## src/shared/cec_pkg.sv

```systemverilog
package cec_pkg;

  // ****************************************************************
  // register indices; the byte address on the bus is four times each
  // ****************************************************************
  localparam logic [15:0] IDX_CTRL     = 16'h7d00;
  localparam logic [15:0] IDX_STATUS   = 16'h7d01;
  localparam logic [15:0] IDX_MASK     = 16'h7d02;
  localparam logic [15:0] IDX_ADDR_LOW = 16'h7d05;
  localparam logic [15:0] IDX_ADDR_HI  = 16'h7d06;
  localparam logic [15:0] IDX_TX_LEN   = 16'h7d07;
  localparam logic [15:0] IDX_RX_LEN   = 16'h7d08;
  localparam logic [15:0] IDX_TX_BUF   = 16'h7d10;
  localparam logic [15:0] IDX_RX_BUF   = 16'h7d20;
  localparam logic [15:0] IDX_LOCK     = 16'h7d30;
  localparam logic [15:0] IDX_WAKE_EN  = 16'h7d31;
  localparam int          IDX_LSB      = 2;
  localparam int          ADDR_W       = 18;

  // ****************************************************************
  // field positions and reset values
  // ****************************************************************
  localparam int         SEND_BIT      = 0;
  localparam int         LOCK_BIT      = 0;
  localparam int         WAKE_STAT_BIT = 6;
  localparam int         LEN_W         = 5;
  localparam int         BUF_AW        = 4;
  localparam logic [4:0] FRAME_MAX     = 5'd16;
  localparam logic [4:0] OPCODE_IDX    = 5'd1;
  localparam logic [4:0] LEN_ZERO      = 5'd0;
  localparam logic [7:0] ADDR_LOW_RST  = 8'h00;
  localparam logic [7:0] ADDR_HI_RST   = 8'h80;
  localparam logic [7:0] WAKE_EN_RST   = 8'hff;
  localparam logic [7:0] MASK_RST      = 8'h00;
  localparam int         NUM_OPCODES   = 8;

  // opcodes that may wake the system, one per enable bit
  localparam logic [7:0] WAKE_OPCODES [NUM_OPCODES] = '{
    8'h04, 8'h0d, 8'h41, 8'h42, 8'h44, 8'h70, 8'h82, 8'h86
  };

  // ****************************************************************
  // received byte as the line engine hands it over
  // ****************************************************************
  typedef struct packed {
    logic [7:0] data;
    logic       last;
    logic       good;
  } rx_item_type;

  localparam int RX_ITEM_W = $bits(rx_item_type);
  localparam int FIFO_DEPTH = 8;

endpackage : cec_pkg

```

## src/hdl/cec_buffer_addr_wakeup.sv

```systemverilog
`timescale 1ns/1ps

// ****************************************************************
// generic valid/ready fifo
// ****************************************************************
module cec_fifo #(
  parameter int WIDTH = 8,
  parameter int DEPTH = 8
) (
  input  wire logic             core_clk,
  input  wire logic             resetn,
  input  wire logic             inValid,
  output logic                  inReady,
  input  wire logic [WIDTH-1:0] inData,
  output logic                  outValid,
  input  wire logic             outReady,
  output logic      [WIDTH-1:0] outData
);
  localparam int PW = $clog2(DEPTH);

  logic [WIDTH-1:0] mem [DEPTH];
  logic [PW-1:0]    wrPtr_r;
  logic [PW-1:0]    rdPtr_r;
  logic [PW:0]      count_r;
  logic             push;
  logic             pop;

  assign inReady  = (count_r != DEPTH[PW:0]);
  assign outValid = (count_r != '0);
  assign outData  = mem[rdPtr_r];
  assign push     = inValid && inReady;
  assign pop      = outValid && outReady;

  // storage has no reset; only the pointers matter
  always_ff @(posedge core_clk) begin
    if (push) begin
      mem[wrPtr_r] <= inData;
    end
  end

  // pointers wrap by hand so any depth works
  always_ff @(posedge core_clk or negedge resetn) begin
    if (!resetn) begin
      wrPtr_r <= '0;
      rdPtr_r <= '0;
      count_r <= '0;
    end else begin
      if (push) begin
        wrPtr_r <= (wrPtr_r == PW'(DEPTH - 1)) ? '0 : wrPtr_r + 1'b1;
      end
      if (pop) begin
        rdPtr_r <= (rdPtr_r == PW'(DEPTH - 1)) ? '0 : rdPtr_r + 1'b1;
      end
      count_r <= count_r + (PW+1)'(push) - (PW+1)'(pop);
    end
  end
endmodule : cec_fifo

// ****************************************************************
// frame buffers, address map and wake-up detector
// ****************************************************************
module cec_buffer_addr_wakeup #(
  parameter int FIFO_DEPTH = cec_pkg::FIFO_DEPTH
) (
  input  wire logic                        core_clk,
  input  wire logic                        resetn,
  input  wire logic                        psel,
  input  wire logic                        penable,
  input  wire logic                        pwrite,
  input  wire logic [cec_pkg::ADDR_W-1:0]  paddr,
  input  wire logic [31:0]                 pwdata,
  output logic      [31:0]                 prdata,
  output logic                             pready,
  output logic                             pslverr,
  input  wire logic                        rxValid,
  output logic                             rxReady,
  input  wire cec_pkg::rx_item_type        rxItem,
  output logic                             nackAll,
  output logic      [15:0]                 ownedAddr,
  output logic                             txStart,
  output logic      [cec_pkg::LEN_W-1:0]   txLength,
  input  wire logic [cec_pkg::BUF_AW-1:0]  txIndex,
  output logic      [7:0]                  txByte,
  input  wire logic                        txDone,
  output logic                             wakeEvent
);

  // ****************************************************************
  // state
  // ****************************************************************
  logic [7:0]                 txBuf_r [16];
  logic [7:0]                 rxBuf_r [16];
  logic [7:0]                 addrLow_r;
  logic [7:0]                 addrHi_r;
  logic [cec_pkg::LEN_W-1:0]  txLen_r;
  logic [cec_pkg::LEN_W-1:0]  rxLen_r;
  logic [cec_pkg::LEN_W-1:0]  rxPos_r;
  logic                       send_r;
  logic                       lock_r;
  logic                       wakeStat_r;
  logic                       wakeCheck_r;
  logic [7:0]                 wakeEn_r;
  logic [7:0]                 mask_r;
  logic [31:0]                prdata_r;
  logic                       pready_r;
  logic                       pslverr_r;
  logic [7:0]                 txByte_r;
  logic                       wakeEvent_r;
  logic [15:0]                ownedAddr_r;

  // ****************************************************************
  // bus decode
  // ****************************************************************
  logic [15:0]          regIdx;
  logic                 busWr;
  logic                 busAccess;
  logic                 inTx;
  logic                 inRx;
  logic                 mapped;
  logic [7:0]           wByte;
  logic                 fifoValid;
  logic                 fifoTake;
  cec_pkg::rx_item_type fifoItem;
  logic [7:0]           wakeHits;

  assign regIdx    = paddr[cec_pkg::ADDR_W-1:cec_pkg::IDX_LSB];
  assign busAccess = psel && penable && pready_r;
  assign busWr     = busAccess && pwrite && mapped;
  assign wByte     = pwdata[7:0];
  assign inTx      = (regIdx[15:cec_pkg::BUF_AW] == cec_pkg::IDX_TX_BUF[15:cec_pkg::BUF_AW]);
  assign inRx      = (regIdx[15:cec_pkg::BUF_AW] == cec_pkg::IDX_RX_BUF[15:cec_pkg::BUF_AW]);
  assign mapped    = inTx || inRx ||
                     regIdx == cec_pkg::IDX_CTRL || regIdx == cec_pkg::IDX_STATUS ||
                     regIdx == cec_pkg::IDX_MASK || regIdx == cec_pkg::IDX_ADDR_LOW ||
                     regIdx == cec_pkg::IDX_ADDR_HI || regIdx == cec_pkg::IDX_TX_LEN ||
                     regIdx == cec_pkg::IDX_RX_LEN || regIdx == cec_pkg::IDX_LOCK ||
                     regIdx == cec_pkg::IDX_WAKE_EN;

  // one wait state so read data leaves a flip-flop
  always_ff @(posedge core_clk or negedge resetn) begin
    if (!resetn) begin
      pready_r  <= 1'b0;
      pslverr_r <= 1'b0;
    end else begin
      pready_r  <= psel && penable && !pready_r;
      pslverr_r <= psel && penable && !pready_r && !mapped;
    end
  end

  // read mux, sampled in the wait cycle
  always_ff @(posedge core_clk or negedge resetn) begin
    if (!resetn) begin
      prdata_r <= '0;
    end else if (psel && penable && !pready_r) begin
      prdata_r <= '0;
      if (inTx) begin
        prdata_r[7:0] <= txBuf_r[regIdx[cec_pkg::BUF_AW-1:0]];
      end else if (inRx) begin
        prdata_r[7:0] <= rxBuf_r[regIdx[cec_pkg::BUF_AW-1:0]];
      end else begin
        unique case (regIdx)
          cec_pkg::IDX_CTRL:     prdata_r[cec_pkg::SEND_BIT] <= send_r;
          cec_pkg::IDX_STATUS:   prdata_r[cec_pkg::WAKE_STAT_BIT] <= wakeStat_r;
          cec_pkg::IDX_MASK:     prdata_r[7:0] <= mask_r;
          cec_pkg::IDX_ADDR_LOW: prdata_r[7:0] <= addrLow_r;
          cec_pkg::IDX_ADDR_HI:  prdata_r[7:0] <= addrHi_r;
          cec_pkg::IDX_TX_LEN:   prdata_r[cec_pkg::LEN_W-1:0] <= txLen_r;
          cec_pkg::IDX_RX_LEN:   prdata_r[cec_pkg::LEN_W-1:0] <= rxLen_r;
          cec_pkg::IDX_LOCK:     prdata_r[cec_pkg::LOCK_BIT] <= lock_r;
          cec_pkg::IDX_WAKE_EN:  prdata_r[7:0] <= wakeEn_r;
          default:               prdata_r <= '0;
        endcase
      end
    end
  end

  // ****************************************************************
  // software-owned configuration
  // ****************************************************************
  // address map, mask and wake enables
  always_ff @(posedge core_clk or negedge resetn) begin
    if (!resetn) begin
      addrLow_r <= cec_pkg::ADDR_LOW_RST;
      addrHi_r  <= cec_pkg::ADDR_HI_RST;
      wakeEn_r  <= cec_pkg::WAKE_EN_RST;
      mask_r    <= cec_pkg::MASK_RST;
    end else if (busWr) begin
      if (regIdx == cec_pkg::IDX_ADDR_LOW) addrLow_r <= wByte;
      if (regIdx == cec_pkg::IDX_ADDR_HI)  addrHi_r <= wByte;
      if (regIdx == cec_pkg::IDX_WAKE_EN)  wakeEn_r <= wByte;
      if (regIdx == cec_pkg::IDX_MASK)     mask_r <= wByte;
    end
  end

  // transmit length: only software changes it, so it survives every frame
  always_ff @(posedge core_clk or negedge resetn) begin
    if (!resetn) begin
      txLen_r <= cec_pkg::LEN_ZERO;
    end else if (busWr && regIdx == cec_pkg::IDX_TX_LEN) begin
      // values whose low five bits exceed sixteen are clipped to sixteen, the engine cannot send them
      txLen_r <= (wByte[cec_pkg::LEN_W-1:0] > cec_pkg::FRAME_MAX) ?
                 cec_pkg::FRAME_MAX : wByte[cec_pkg::LEN_W-1:0];
    end
  end

  // transmit buffer, byte-wide per word
  always_ff @(posedge core_clk or negedge resetn) begin
    if (!resetn) begin
      for (int i = 0; i < 16; i++) begin
        txBuf_r[i] <= 8'h00;
      end
    end else if (busWr && inTx) begin
      txBuf_r[regIdx[cec_pkg::BUF_AW-1:0]] <= wByte;
    end
  end

  // send request; completion clears it, a zero-length request never sets it
  always_ff @(posedge core_clk or negedge resetn) begin
    if (!resetn) begin
      send_r <= 1'b0;
    end else if (busWr && regIdx == cec_pkg::IDX_CTRL && wByte[cec_pkg::SEND_BIT] &&
                 !send_r && txLen_r != cec_pkg::LEN_ZERO) begin
      send_r <= 1'b1;
    end else if (txDone) begin
      send_r <= 1'b0;
    end
  end

  // ****************************************************************
  // receive path
  // ****************************************************************
  cec_fifo #(
    .WIDTH (cec_pkg::RX_ITEM_W),
    .DEPTH (FIFO_DEPTH)
  ) rxFifo (
    .core_clk (core_clk),
    .resetn   (resetn),
    .inValid  (rxValid),
    .inReady  (rxReady),
    .inData   (rxItem),
    .outValid (fifoValid),
    .outReady (fifoTake),
    .outData  (fifoItem)
  );

  // draining stops while locked, so the stored frame stays intact
  assign fifoTake = fifoValid && !lock_r && !wakeCheck_r;

  // bytes land in the buffer; a bad frame is dropped by rewinding
  always_ff @(posedge core_clk or negedge resetn) begin
    if (!resetn) begin
      rxPos_r <= cec_pkg::LEN_ZERO;
      for (int i = 0; i < 16; i++) begin
        rxBuf_r[i] <= 8'h00;
      end
    end else if (fifoTake) begin
      if (rxPos_r < cec_pkg::FRAME_MAX) begin
        rxBuf_r[rxPos_r[cec_pkg::BUF_AW-1:0]] <= fifoItem.data;
      end
      if (fifoItem.last) begin
        rxPos_r <= cec_pkg::LEN_ZERO;
      end else if (rxPos_r < cec_pkg::FRAME_MAX) begin
        rxPos_r <= rxPos_r + 1'b1;
      end
    end
  end

  // length and lock only on a clean whole frame; set beats software clear
  always_ff @(posedge core_clk or negedge resetn) begin
    if (!resetn) begin
      rxLen_r     <= cec_pkg::LEN_ZERO;
      lock_r      <= 1'b0;
      wakeCheck_r <= 1'b0;
    end else begin
      wakeCheck_r <= 1'b0;
      if (fifoTake && fifoItem.last && fifoItem.good) begin
        rxLen_r     <= (rxPos_r < cec_pkg::FRAME_MAX) ? rxPos_r + 1'b1 : cec_pkg::FRAME_MAX;
        lock_r      <= 1'b1;
        wakeCheck_r <= 1'b1;
      end else if (busWr && regIdx == cec_pkg::IDX_LOCK) begin
        lock_r <= wByte[cec_pkg::LOCK_BIT];
      end
    end
  end

  // ****************************************************************
  // wake-up detector
  // ****************************************************************
  for (genvar g = 0; g < cec_pkg::NUM_OPCODES; g++) begin : gWake
    assign wakeHits[g] = wakeEn_r[g] &&
                         (rxBuf_r[cec_pkg::OPCODE_IDX[cec_pkg::BUF_AW-1:0]] ==
                          cec_pkg::WAKE_OPCODES[g]);
  end

  // result re-evaluated for every clean frame; a header-only frame has no opcode
  always_ff @(posedge core_clk or negedge resetn) begin
    if (!resetn) begin
      wakeStat_r <= 1'b0;
    end else if (wakeCheck_r) begin
      wakeStat_r <= (rxLen_r > cec_pkg::OPCODE_IDX) && (|wakeHits);
    end
  end

  // ****************************************************************
  // registered outputs
  // ****************************************************************
  always_ff @(posedge core_clk or negedge resetn) begin
    if (!resetn) begin
      txByte_r    <= 8'h00;
      wakeEvent_r <= 1'b0;
      ownedAddr_r <= {cec_pkg::ADDR_HI_RST, cec_pkg::ADDR_LOW_RST};
    end else begin
      txByte_r    <= txBuf_r[txIndex];
      wakeEvent_r <= wakeStat_r && !mask_r[cec_pkg::WAKE_STAT_BIT];
      ownedAddr_r <= {addrHi_r, addrLow_r};
    end
  end

  assign prdata    = prdata_r;
  assign pready    = pready_r;
  assign pslverr   = pslverr_r;
  assign nackAll   = lock_r;
  assign ownedAddr = ownedAddr_r;
  assign txStart   = send_r;
  assign txLength  = txLen_r;
  assign txByte    = txByte_r;
  assign wakeEvent = wakeEvent_r;

endmodule : cec_buffer_addr_wakeup

```

## config.mk

```make
export PLATFORM = sky130hd
export DESIGN_NAME = cec_buffer_addr_wakeup
export DESIGN_NICKNAME = d
export VERILOG_FILES = /design/src/shared/cec_pkg.sv /design/src/hdl/cec_buffer_addr_wakeup.sv
export SDC_FILE = /design/constraint.sdc
export NUM_CORES = 1
export LEC_CHECK = 0
export BUFFER_PORTS_ARGS = -buffer_cell sky130_fd_sc_hd__buf_2
export CAP_MARGIN = 20
export CORE_ASPECT_RATIO = 1.4
export CORE_MARGIN = 4
export CORE_UTILIZATION = 25
export DETAILED_ROUTE_END_ITERATION = 10
export GPL_TIMING_DRIVEN = 0
export PLACE_DENSITY_LB_ADDON = 0.25
export SETUP_SLACK_MARGIN = 0.4
export SLEW_MARGIN = 20
export SYNTH_ARGS = -nofsm -noshare
export SYNTH_HDL_FRONTEND = slang
export SYNTH_SLANG_ARGS = --single-unit
```

## constraint.sdc

```tcl
create_clock -name core_clk -period 2.9 [get_ports core_clk]
set_clock_uncertainty 0.05 [all_clocks]
set_input_delay 0.435 -clock core_clk [delete_from_list [all_inputs] [get_ports core_clk]]
set_output_delay 0.435 -clock core_clk [all_outputs]
set_load 0.03 [all_outputs]
```

; Yosys cells after proc, flatten, opt, wreduce, memory -nomap -nowiden
; Memories as Yosys holds them, arrays and structs flattened.
; Cells that the tools add are included.
[word_totals]
ram_bits = 80
word_cells = 185
out_inout_bits = 67
in_bits = 71
reg_bits = 352
mem_count = 1
[classes]
reduce_logical = 59
eq_ne = 22
n_bitwise = 3
muxes = 35
n_addsub = 5
magnitude_cmp = 8
[mem_list]
columns = memory, words, word_bits, read_ports, rd_ports_with_merged_regs, wr, line
row1 = rxFifo.mem, 8, 10, 1, 0, 1, cec_buffer_addr_wakeup.sv:21  ; logic [WIDTH-1:0] mem [DEPTH];
[ops]
columns = cell, n
row1 = bitwise mux 128 bit, 2
row2 = == test 16 x 15 -> 1 bit (second input constant), 9
row3 = binary-select mux 8 bit (select 4 bit), 3
row4 = two-way mux 8 bit, 10
row5 = demux 8 bit (select 4 bit), 2
row6 = == test 8 x 7 -> 1 bit (second input constant), 4
row7 = logical AND 1 bit, 31
row8 = == test 12 x 11 -> 1 bit (second input constant), 2
row9 = case mux 4 bit (6 select lines), 1
row10 = two-way mux 5 bit, 4
row11 = == test 8 bit (second input constant), 2
row12 = greater-or-equal comparator 5 bit (second input constant), 3
row13 = NOT 4 -> 5 bit, 3
row14 = AND reduction 2 bit, 6
row15 = logical OR 1 bit, 10
row16 = less-than comparator 5 x 1 -> 1 bit (second input constant), 2
row17 = == test 8 x 3 -> 1 bit (second input constant), 1
row18 = == test 8 x 4 -> 1 bit (second input constant), 1
row19 = case mux 1 bit (4 select lines), 2
row20 = case mux 1 bit (8 select lines), 1
row21 = OR reduction 8 bit, 1
row22 = two-way mux 1 bit, 7
row23 = adder 3 x 1 -> 3 bit (second input constant), 2
row24 = == test 3 bit (second input constant), 2
row25 = other kinds (13), 21

; Logic depth before layout (Yosys ltp)
; Gate-level depths: netlist (run 1).
[depth]
depth_word = 17
depth_mapped = 11

; Cells and area by module
; Synthesis (run 1) repeated with hierarchy kept, for this count alone.
[hier_totals]
hier_cells = 1323
area_unflattened_um2 = 20315.7
[by_module_without_submodules]
columns = mod, seq_area_each_um2, area_per_inst_um2, n_inst, cells_each
row1 = cec_buffer_addr_wakeup, 8570.7, 16629.7, 1, 1152
row2 = cec_fifo, 2652.5, 3686.0, 1, 171

; Least setup slack after synthesis (run 1)
; Ideal clock, no wire load.
[synth_path]
path_type = reg2reg
from = register rxFifo.count_r[2]
to = memory rxFifo.mem[0][0] (netlist name) (enable)
required_ns = 2.447
setup_time_ns = 0.403
n_path_buf = 0
t_arrival_ns = 2.078
path_slack_ns = 0.369
path_stages_with_launch = 6
cell_sequence = dfrtp_1 -> inv_1 -> ha_1 -> nand2_1 -> nand2_1 -> nor4_1
[synth_via]
elab_chain_len = 4
[synth_lines]
columns = item, line
row1 = start: declaration, cec_buffer_addr_wakeup.sv:24  ; logic [PW:0] count_r;
row2 = start signal: assignment, cec_buffer_addr_wakeup.sv:54  ; count_r <= count_r + (PW+1)'(push) - (PW+1)'(pop);
row3 = != test 4 bit, cec_buffer_addr_wakeup.sv:28  ; assign inReady = (count_r != DEPTH[PW:0]);
row4 = named net rxReady, cec_buffer_addr_wakeup.sv:76  ; output logic rxReady,
row5 = logical AND 1 bit, cec_buffer_addr_wakeup.sv:31  ; assign push = inValid && inReady;
row6 = two-way mux 1 bit, cec_buffer_addr_wakeup.sv:36  ; if (push) begin
row7 = two-way mux 1 bit (not written as such), cec_buffer_addr_wakeup.sv:37  ; mem[wrPtr_r] <= inData;
row8 = end: declaration, cec_buffer_addr_wakeup.sv:21
; The timed path passes the listed nets, and every way through them passes these cells.

; Worst setup path after layout (run 1)
[layout_path]
from = input port paddr[3] (netlist name)
to = register txBuf_r[5] (netlist name)
[layout_via]
elab_chain_len = 12
[layout_lines]
columns = item, line
row1 = start: declaration, cec_buffer_addr_wakeup.sv:70  ; input wire logic [cec_pkg::ADDR_W-1:0] paddr,
row2 = branches (longest 12 deep; another with greater-or-equal comparator 5 bit), --
row3 = end signal: indexed assignment, cec_buffer_addr_wakeup.sv:213  ; txBuf_r[regIdx[cec_pkg::BUF_AW-1:0]] <= wByte;
row4 = end: declaration, cec_buffer_addr_wakeup.sv:91  ; logic [7:0] txBuf_r [16];
; Parallel ways; which one is timed is not known.
; A chain may end at the register's enable or synchronous reset.

==> results of run 1 <==
[sequential cells by signal (all words and copies together), names as in the netlist, 3 cells and up]
name	count
txByte	8
rxLen_r	5
rxFifo.mem	80
wakeEn_r	8
rxFifo.count_r	4
rxPos_r	5
addrHi_r	8
ownedAddr	16
rxBuf_r	128
mask_r	8
txLength	5
rxFifo.rdPtr_r	3
addrLow_r	8
txBuf_r	128
prdata	8
rxFifo.wrPtr_r	3
[worst min path at each step]
stage                     start          endpoint  cells past startpoint  slack, ns
floorplan                resetn       addrHi_r[0]                      0       0.09
global placement    addrHi_r[7]     ownedAddr[15]                      0       0.32
detailed placement  addrHi_r[7]     ownedAddr[15]                      0       0.32
CTS                   rxItem[4]  rxFifo.mem[7][4]                      1       0.03
global route          rxItem[4]  rxFifo.mem[7][4]                      1       0.05
finish                rxItem[4]  rxFifo.mem[7][4]                      1       0.06
[kinds of logic (layout without fill, tap and decap cells)]
kind of cell,count (synthesis),count (layout)
flops,432,432
mux,325,325
simple gates,316,316
compound gates,229,229
buf+inv,148,359
fa+ha+maj,16,16
xor+xnor,3,3
other cells,1,25
[stage by stage]
step	total power, W	area (µm²)	hold slack (ns)	util
after global placement	0.0105	22100	0.321	0.275
after detailed placement	0.0107	22300	0.321	0.278
after global routing	0.0180	24600	0.0503	0.306
final	0.0173	24600	0.0554	0.306
after floorplan	0.00929	20400	0.0894	-
after CTS	0.0174	24500	0.0262	0.304
[cell type report]
cell class                 instances  share of cell area
buffer                           128              0.0293
inverter                          20             0.00326
clock inverter                    21              0.0127
timing repair buffer             129              0.0379
clock buffer                      61              0.0507
tap                             1062              0.0541
multi-input combinational        913               0.355
antenna                            1            0.000102
sequential                       432               0.457
[what timing repair did]
item,CTS,global route
pin swaps,12,4
buffers inserted,31,6
gates cloned,0,1
hold buffers,2,0
gates resized for setup,74,18
setup endpoints to repair,302,274
endpoints found under the hold margin,96,0
[power breakdown]
part | switching (W) | internal (W) | total, W | leakage (nW)
Clock | 0.00254 | 0.00365 | 0.00619 | 0.757
Combinational | 0.00234 | 0.00149 | 0.00383 | 4.32
Sequential | 0.000449 | 0.00679 | 0.00724 | 5.53
Total | 0.00533 | 0.0119 | 0.0173 | 10.6
[synth_stat cells, drive strengths merged, types with 3 or more instances]
library cell | n | area (µm²)
or3 | 3 | 23.8
o221a | 3 | 33.8
ha | 15 | 188
clkbuf | 61 | 229
or4 | 5 | 41.3
dfrtp | 342 | 8560
o21ai | 42 | 210
a21oi | 113 | 566
nand3b | 3 | 22.5
or2 | 4 | 25.0
nor4 | 10 | 98.8
a21o | 5 | 37.5
mux2i | 35 | 350
inv | 18 | 67.6
mux2 | 168 | 1900
nor4b | 14 | 185
nand4 | 6 | 37.5
o2bb2ai | 3 | 26.3
buf | 67 | 389
and3 | 4 | 25.0
nor2 | 130 | 541
dfstp | 10 | 263
a211oi | 3 | 22.5
a22o | 9 | 78.8
nand4b | 4 | 35.0
nand3 | 20 | 125
a22oi | 23 | 173
nand2 | 63 | 241
nor3 | 15 | 91.3
mux4 | 122 | 2750
edfxtp | 80 | 2400
nand2b | 15 | 93.8
nor2b | 12 | 75.1
[per-layer routing]
metal	part of all wire	up-vias	wire length (µm)
li1	-	5863	-
met1	0.36	7080	24900
met2	0.55	447	37300
met3	0.041	154	2810
met4	0.048	2	3310
met5	0.00010	-	7
==> flow_metrics.tcl, run 1 <==
set metrics [dict create \
    cpLargestDelayFamily "buffers and inverters" \
    synth_cells 1470 \
    drt_iter0_markers 1051 \
    drv_slew 0 \
    fmax_ghz 0.403 \
    grt_pass1_wl_mm 100 \
    hold_violations 0 \
    setup_viol 0 \
    gp_congestion 0.868 \
    fill_cells 8077 \
    layout_common_cells "341 x dfrtp_1, 164 x mux2_2, 122 x mux4_2" \
    clk_latency_ns 0.59 \
    syn2layout_area_growth_pct 21.3 \
    fin_crit_ns 2.48 \
    status "finished clean" \
    ys_seq_area_frac 0.554 \
    synth_adder_area_share 0.0102 \
    critPathLaunchType "input port" \
    dp_slack_ns -1.15 \
    path_cells "buf_2 > clkbuf_2 > clkdlybuf4s15_1 > nand2_1 > nor2_4 > mux2_2" \
    synth_edf_count 80 \
    r2r_end "rxFifo.count_r[2]" \
    ir_worst_vdd_v 0.000394 \
    wl_per_cell_um 24.7 \
    ys_seq_elements 432 \
    cp.depth 6 \
    crit_buf_inv 3 \
    coreArea_mm2 0.0803 \
    grt_pass1_vias 14300 \
    cts_max_level 2 \
    cts_root_buffer "clkbuf_16" \
    clock_sinks 432 \
    design.die.area_mm2 0.0858 \
    final_nets 1756 \
    crit_arrival_ns 2.89 \
    multiInputGateArea_mm2 0.00873 \
    slowest_stage "clkdlybuf4s15_1" \
    ys_warn_count 0 \
    worstMarginPinSlew_ns 1.02 \
    reg2reg_slack_ns 0.52 \
    relSlewSlack 0.322 \
    grt_max_degree 97 \
    ff_latch_area_mm2 0.0112 \
    drt_first_pass_iters 7 \
    crit_start "paddr[3]" \
    avgSynthCellArea_um2 13.8 \
    worstPathRequired_ns 3.31 \
    cpPeakStageDelay_ns 0.74 \
    dp.cells 2644 \
    synth.distinct_cells 79 \
    met1_usage 0.174 \
    overflow 0 \
    r2r.worst_path.cells 11 \
    syn_area_mm2 0.0203 \
    hold_class "in2reg" \
    timing.rr.start "rxFifo.count_r[2]" \
    cp-end-kind "flop" \
    cts_buffers 45 \
    die_w_um 249 \
    rsz0062_at_grt "yes" \
    min_period_over_period 0.855 \
    path_clk_slew_ns 0.06 \
    synth-async-reset-ratio 0.815 \
    final_common_cell "dfrtp_1" \
    grt_use_met3 0.0202 \
    via_count 13500 \
    ant_nets 0 \
    synth_top_family_by_area "multiplexers" \
    grt_usage 0.157 \
    avgViaCountPerCell 4.90 \
    synth_compound_area_frac 0.0685 \
    ios 138 \
    ctsLongestPathBuffers 3 \
    final_layout_size_suffix_gt1_frac 0.377 \
    crit_type "in2reg" \
    die_h_um 345 \
    tritoncts "built" \
    synth_ff_type "dfrtp_1" \
    synthXorXnorAreaFrac 0.00130 \
    setup_slack_ns 0.421 \
    initial_core_util 0.252 \
    drcViolationCount 0 \
    synth_simple_gate_area_frac 0.0856 \
    synthMuxAreaShare 0.246 \
    grt_util_met2 0.301 \
    tns_ns 0 \
    crit_fanout 10 \
    routed_wl_mm 68.4 \
    powerDensity_mw_per_mm2 702 \
    antenna_found_initial 4 \
    drv_cap 0 \
    top_usage_layer "met2" \
    port_buffers 78 \
    p_leak_nw 10.6 \
    dp_hpwl_mm 47.8 \
    critPathCapture "txBuf_r[5]" \
    num_rows 123 \
    fin_cells 2767 \
]
No activity file was read; power rests on OpenSTA's default activity.
==> run 2, diff against run 1 <==
BUFFER_PORTS_ARGS = -buffer_cell sky130_fd_sc_hd__clkbuf_2   (was -buffer_cell sky130_fd_sc_hd__buf_2)
==> run 2 against run 1 <==
Compared with the run above:
- clock power is 3.4% higher
- critical path depth up 1
- final cell count stayed put
- global-route usage is essentially flat
- cell area up 0.18%
- first-iteration DRC count decreased by 0.86%
- fmax grew 0.39%
- highest routed layer unchanged
- clock-buffer cell count is 3 lower
- critical endpoint is now txBuf_r[91]
- setup slack better by 0.0096 ns
- combinational power grew 1%
- routed wire length grew 0.31%
- register-to-register slack is essentially flat
==> flow_metrics.tcl, run 2 (same netlist as run 1, synthesis figures left out) <==
set metrics [dict create \
    cpLargestDelayFamily "simple AND/OR/NAND/NOR gates" \
    combPwrFrac 0.221 \
    tritoncts "built" \
    clkPwrFrac 0.365 \
    grt_usage 0.157 \
    clock_sinks 432 \
    path_clk_slew_ns 0.06 \
    setup_slack_ns 0.430 \
    final_layout_size_suffix_gt1_frac 0.381 \
    biggestRegsByFlops "rxBuf_r (128), txBuf_r (128), rxFifo.mem (80)" \
    switching_share 0.307 \
    grt_pass1_vias 14400 \
    drv_slew 0 \
    hold_class "in2reg" \
    clk_latency_ns 0.60 \
    ios 138 \
    final_area_mm2 0.0246 \
    crit_buf_inv 3 \
    p_leak_nw 10.6 \
    ctsLongestPathBuffers 3 \
    avgViaCountPerCell 4.87 \
    fin_total_pwr_w 0.0175 \
    antenna_found_initial 2 \
    grt_max_degree 92 \
    num_rows 123 \
    p_switching_w 0.00537 \
    rsz0062_at_grt "no" \
    dp_slack_ns -1.09 \
    fill_cells 8120 \
    critPathLaunchType "input port" \
    cts_buffers 46 \
    die_h_um 345 \
    layout_common_cells "341 x dfrtp_1, 164 x mux2_2, 122 x mux4_2" \
    coreArea_mm2 0.0803 \
    internal-power_w 0.0121 \
    dpl_cell_area_mm2 0.0223 \
    min_period_over_period 0.852 \
    p_seq_frac 0.414 \
    relSlewSlack 0.302 \
    port_buffers 78 \
    setup_viol 0 \
    crit_arrival_ns 2.89 \
    routed_wl_mm 68.6 \
    design.die.area_mm2 0.0858 \
    final_util 0.307 \
    overflow 0 \
    status "finished clean" \
    grt_pass1_wl_mm 100 \
    drt_first_pass_iters 5 \
    slowest_stage "or4b_4" \
    via_count 13500 \
    worstPathRequired_ns 3.32 \
    cts_root_buffer "clkbuf_16" \
    wl_per_cell_um 24.8 \
    syn2layout_area_growth_pct 21.5 \
    crit_fanout 10 \
    cpPeakStageDelay_ns 0.62 \
    final_common_cell "dfrtp_1" \
    ir_worst_vdd_v 0.000446 \
    drv_cap 0 \
    dp_hpwl_mm 48.2 \
    powerDensity_mw_per_mm2 711 \
    drt_iter0_markers 1042 \
    crit_type "in2reg" \
    ant_nets 0 \
    initial_core_util 0.252 \
    final_nets 1757 \
    fmax_ghz 0.405 \
    gp_congestion 0.877 \
    tns_ns 0 \
    cts_max_level 2 \
    cp-end-kind "flop" \
    hold_violations 0 \
    fin_crit_ns 2.47 \
    path_cells "clkbuf_2 > clkbuf_1 > or4b_4 > nor4_2 > buf_4 > nand3_2 > mux2_2" \
    worstMarginPinSlew_ns 1.05 \
    drcViolationCount 0 \
    die_w_um 249 \
]
==> run 2: worst paths after layout <==
path                              startpoint                to  slack, ns  cells past startpoint
max                                 paddr[7]       txBuf_r[91]       0.43                      7
min reg2reg                      addrHi_r[7]     ownedAddr[15]       0.33                      0
min in group asynchronous             resetn       txBuf_r[70]       0.25                      2
max in group asynchronous             resetn       wakeEn_r[3]       0.81                      6
min                                rxItem[4]  rxFifo.mem[4][4]       0.07                      1
max reg2reg                rxFifo.count_r[2]       rxBuf_r[30]       0.51                      8
==> run 2: repair_timing <==
| item | 4_1_cts | 5_1_grt |
|---|---|---|
| buffers inserted | 32 | 4 |
| resized for setup | 76 | 12 |
| endpoints found under the setup margin | 302 | 162 |
| endpoints found under the hold margin | 30 | 0 |
| gates cloned | 0 | 2 |
| hold buffers | 2 | 0 |
| pin swaps | 13 | 1 |
==> run 2: layer usage <==
| metal | part of all wire | global-route usage | up-vias |
|---|---|---|---|
| met5 | 0.00029 | 0 | - |
| met4 | 0.061 | 0.0842 | 2 |
| met3 | 0.042 | 0.0247 | 175 |
| met1 | 0.36 | 0.170 | 7015 |
| li1 | - | - | 5859 |
| met2 | 0.53 | 0.295 | 431 |
==> run 2: cell type report <==
| cell class | count | area [µm²] | share of cell area |
|---|---|---|---|
| sequential | 432 | 11200 | 0.456 |
| multi-input combinational | 913 | 8710 | 0.354 |
| tap | 1062 | 1330 | 0.0540 |
| clock buffer | 58 | 1270 | 0.0515 |
| timing repair buffer | 129 | 948 | 0.0385 |
| buffer | 128 | 721 | 0.0293 |
| clock inverter | 24 | 340 | 0.0138 |
| inverter | 20 | 80.1 | 0.00325 |
| antenna | 1 | 2.50 | 0.000102 |
==> run 2: through the flow <==
stage / hold slack (ns) / cells
floorplan: 0.0894 / 1493
global placement: 0.319 / 2633
detailed placement: 0.315 / 2644
CTS: 0.0280 / 2760
global route: 0.0676 / 2766
finish: 0.0667 / 2767
==> run 2: power by group through the flow <==
stage,clock [W],sequential (W),combinational (W)
after CTS,0.00655,0.00724,0.00386
after global placement,0,0.00732,0.00324
final,0.00640,0.00725,0.00387
after floorplan,0,0.00719,0.00210
after global routing,0.00676,0.00730,0.00420
after detailed placement,0,0.00736,0.00337
==> run 3, diff against run 2 <==
CORE_ASPECT_RATIO = 0.75   (was 1.4)
==> run 3 against run 2 <==
Compared with the run above:
- clock-buffer cell count up 7
- via count rose by 0.30%
- sequential share of layout area is 0.16 points lower
- flip-flop and latch count did not move
- routed wire length decreased by 4.3%
- critical path depth is 1 lower
- critical path type unchanged
- first-iteration DRC count increased by 6.7%
- die area about the same
- largest cell class unchanged
- non-clock buffer count increased by 1
- cell area increased by 0.35%
- worst hold slack is essentially flat
==> flow_metrics.tcl, run 3 (same netlist as run 1, synthesis figures left out) <==
set metrics [dict create \
    grt_max_degree 83 \
    p_leak_nw 10.7 \
    cpMostUsedCell "clkbuf_1" \
    fill_cells 8073 \
    gp_congestion 0.835 \
    port_buffers 78 \
    fmax_ghz 0.412 \
    routed_wl_mm 65.6 \
    die_h_um 255 \
    die_w_um 337 \
    grt_pass1_vias 13800 \
    final_common_cell "dfrtp_1" \
    grt_pass1_wl_mm 96.0 \
    cpPeakStageDelay_ns 0.63 \
    timing.rr.start "rxFifo.count_r[2]" \
    ant_nets 0 \
    coreArea_mm2 0.0804 \
    hold_violations 0 \
    tritoncts "built" \
    cts_buffers 49 \
    crit_arrival_ns 2.87 \
    biggestRegsByFlops "rxBuf_r (128), txBuf_r (128), rxFifo.mem (80)" \
    wl_per_cell_um 23.7 \
    min_period_over_period 0.837 \
    fin_cells 2772 \
    clk_latency_ns 0.61 \
    path_cells "clkbuf_1 > and2_0 > clkbuf_1 > nand2_2 > nor2_4 > mux2_2" \
    cpLargestDelayFamily "buffers and inverters" \
    dp_slack_ns -0.946 \
    fin_total_pwr_w 0.0177 \
    drt_iter0_markers 1112 \
    crit_type "in2reg" \
    dp.cells 2642 \
    status "finished clean" \
    fin_crit_ns 2.43 \
    num_rows 90 \
    dp_hpwl_mm 46.8 \
    ctsLongestPathBuffers 3 \
    powerDensity_mw_per_mm2 715 \
    drt_first_pass_iters 5 \
    setup_slack_ns 0.474 \
    cp-end-kind "flop" \
    final_nets 1761 \
    worstPathRequired_ns 3.34 \
    critPathLaunchType "input port" \
    crit_buf_inv 2 \
    final_layout_size_suffix_gt1_frac 0.381 \
    clock_sinks 432 \
    drv_slew 0 \
    ir_worst_vdd_v 0.000592 \
    worstMarginPinSlew_ns 1.07 \
    ios 138 \
    drcViolationCount 0 \
    path_clk_slew_ns 0.06 \
    grt_usage 0.153 \
    overflow 0 \
    layout_common_cells "341 x dfrtp_1, 164 x mux2_2, 122 x mux4_2" \
    reg2reg_slack_ns 0.57 \
    relSlewSlack 0.286 \
    hold_class "in2reg" \
    crit_fanout 10 \
    syn2layout_area_growth_pct 21.9 \
    via_count 13500 \
    setup_viol 0 \
    cts_root_buffer "clkbuf_16" \
    slowest_stage "clkbuf_1" \
    initial_core_util 0.252 \
    avgViaCountPerCell 4.88 \
    drv_cap 0 \
    crit_start "paddr[5]" \
    rsz0062_at_grt "no" \
    design.die.area_mm2 0.0857 \
    hp-start "rxItem[9]" \
    cts_max_level 2 \
    antenna_found_initial 2 \
]
==> run 3: final timing paths <==
kind                                     end  cells past startpoint
setup / recovery                  txBuf_r[5]                      6
hold / removal              rxFifo.mem[4][9]                      1
setup reg to reg           rxFifo.count_r[2]                     11
hold reg to reg                ownedAddr[15]                      0
max in group asynchronous        rxBuf_r[46]                      4
min in group asynchronous       ownedAddr[8]                      2
==> run 3: repair_timing <==
action,in CTS,in global routing
setup endpoints to repair,269,156
hold buffers,2,0
setup buffers,30,7
endpoints found under the hold margin,56,0
resized for setup,55,43
pin swaps,11,5
==> run 3: cell type report <==
cell class              instances  area (µm²)  area share
flip-flops and latches        432       11200       0.454
multi-input cells             913        8720       0.353
clock buffers                  65        1370      0.0553
well taps                    1058        1320      0.0536
repair buffers                130         938      0.0380
plain buffers                 128         713      0.0289
clock inverters                25         338      0.0137
inverters                      20        80.1     0.00324
diodes                          1        2.50    0.000101
==> run 3: metrics by stage <==
stage	hold slack [ns]	TNS (ns)	area, µm²	utilization
6_report	0.0667	0	24700	0.307
2_1_floorplan	0.0894	0	20400	-
5_1_grt	0.0677	0	24700	0.307
4_1_cts	0.0310	0	24500	0.305
3_3_place_gp	0.319	-2360.70	22100	0.275
3_5_place_dp	0.321	-111.18	22300	0.278
==> run 3: report_power, final <==
group | internal, W | total [W] | switching (W)
logic | 0.00151 | 0.00385 | 0.00234
registers | 0.00679 | 0.00724 | 0.000450
clock network | 0.00395 | 0.00656 | 0.00262
total | 0.0123 | 0.0177 | 0.00541
==> run 3: worst register-to-register path, cell delays in order (launching register included) <==
cell     delay [ns]
dfrtp_1        0.32
inv_1          0.07
ha_1           0.19
a211o_1        0.27
buf_6          0.18
inv_6          0.11
ha_1           0.24
inv_1          0.06
ha_1           0.15
inv_1          0.06
fa_1           0.40
xnor2_1        0.14
==> run 3: routing by layer <==
layer  track usage  part of all wire
met1         0.221              0.46
met2         0.219              0.43
met3        0.0504             0.088
met4        0.0413             0.024
met5             0                 0
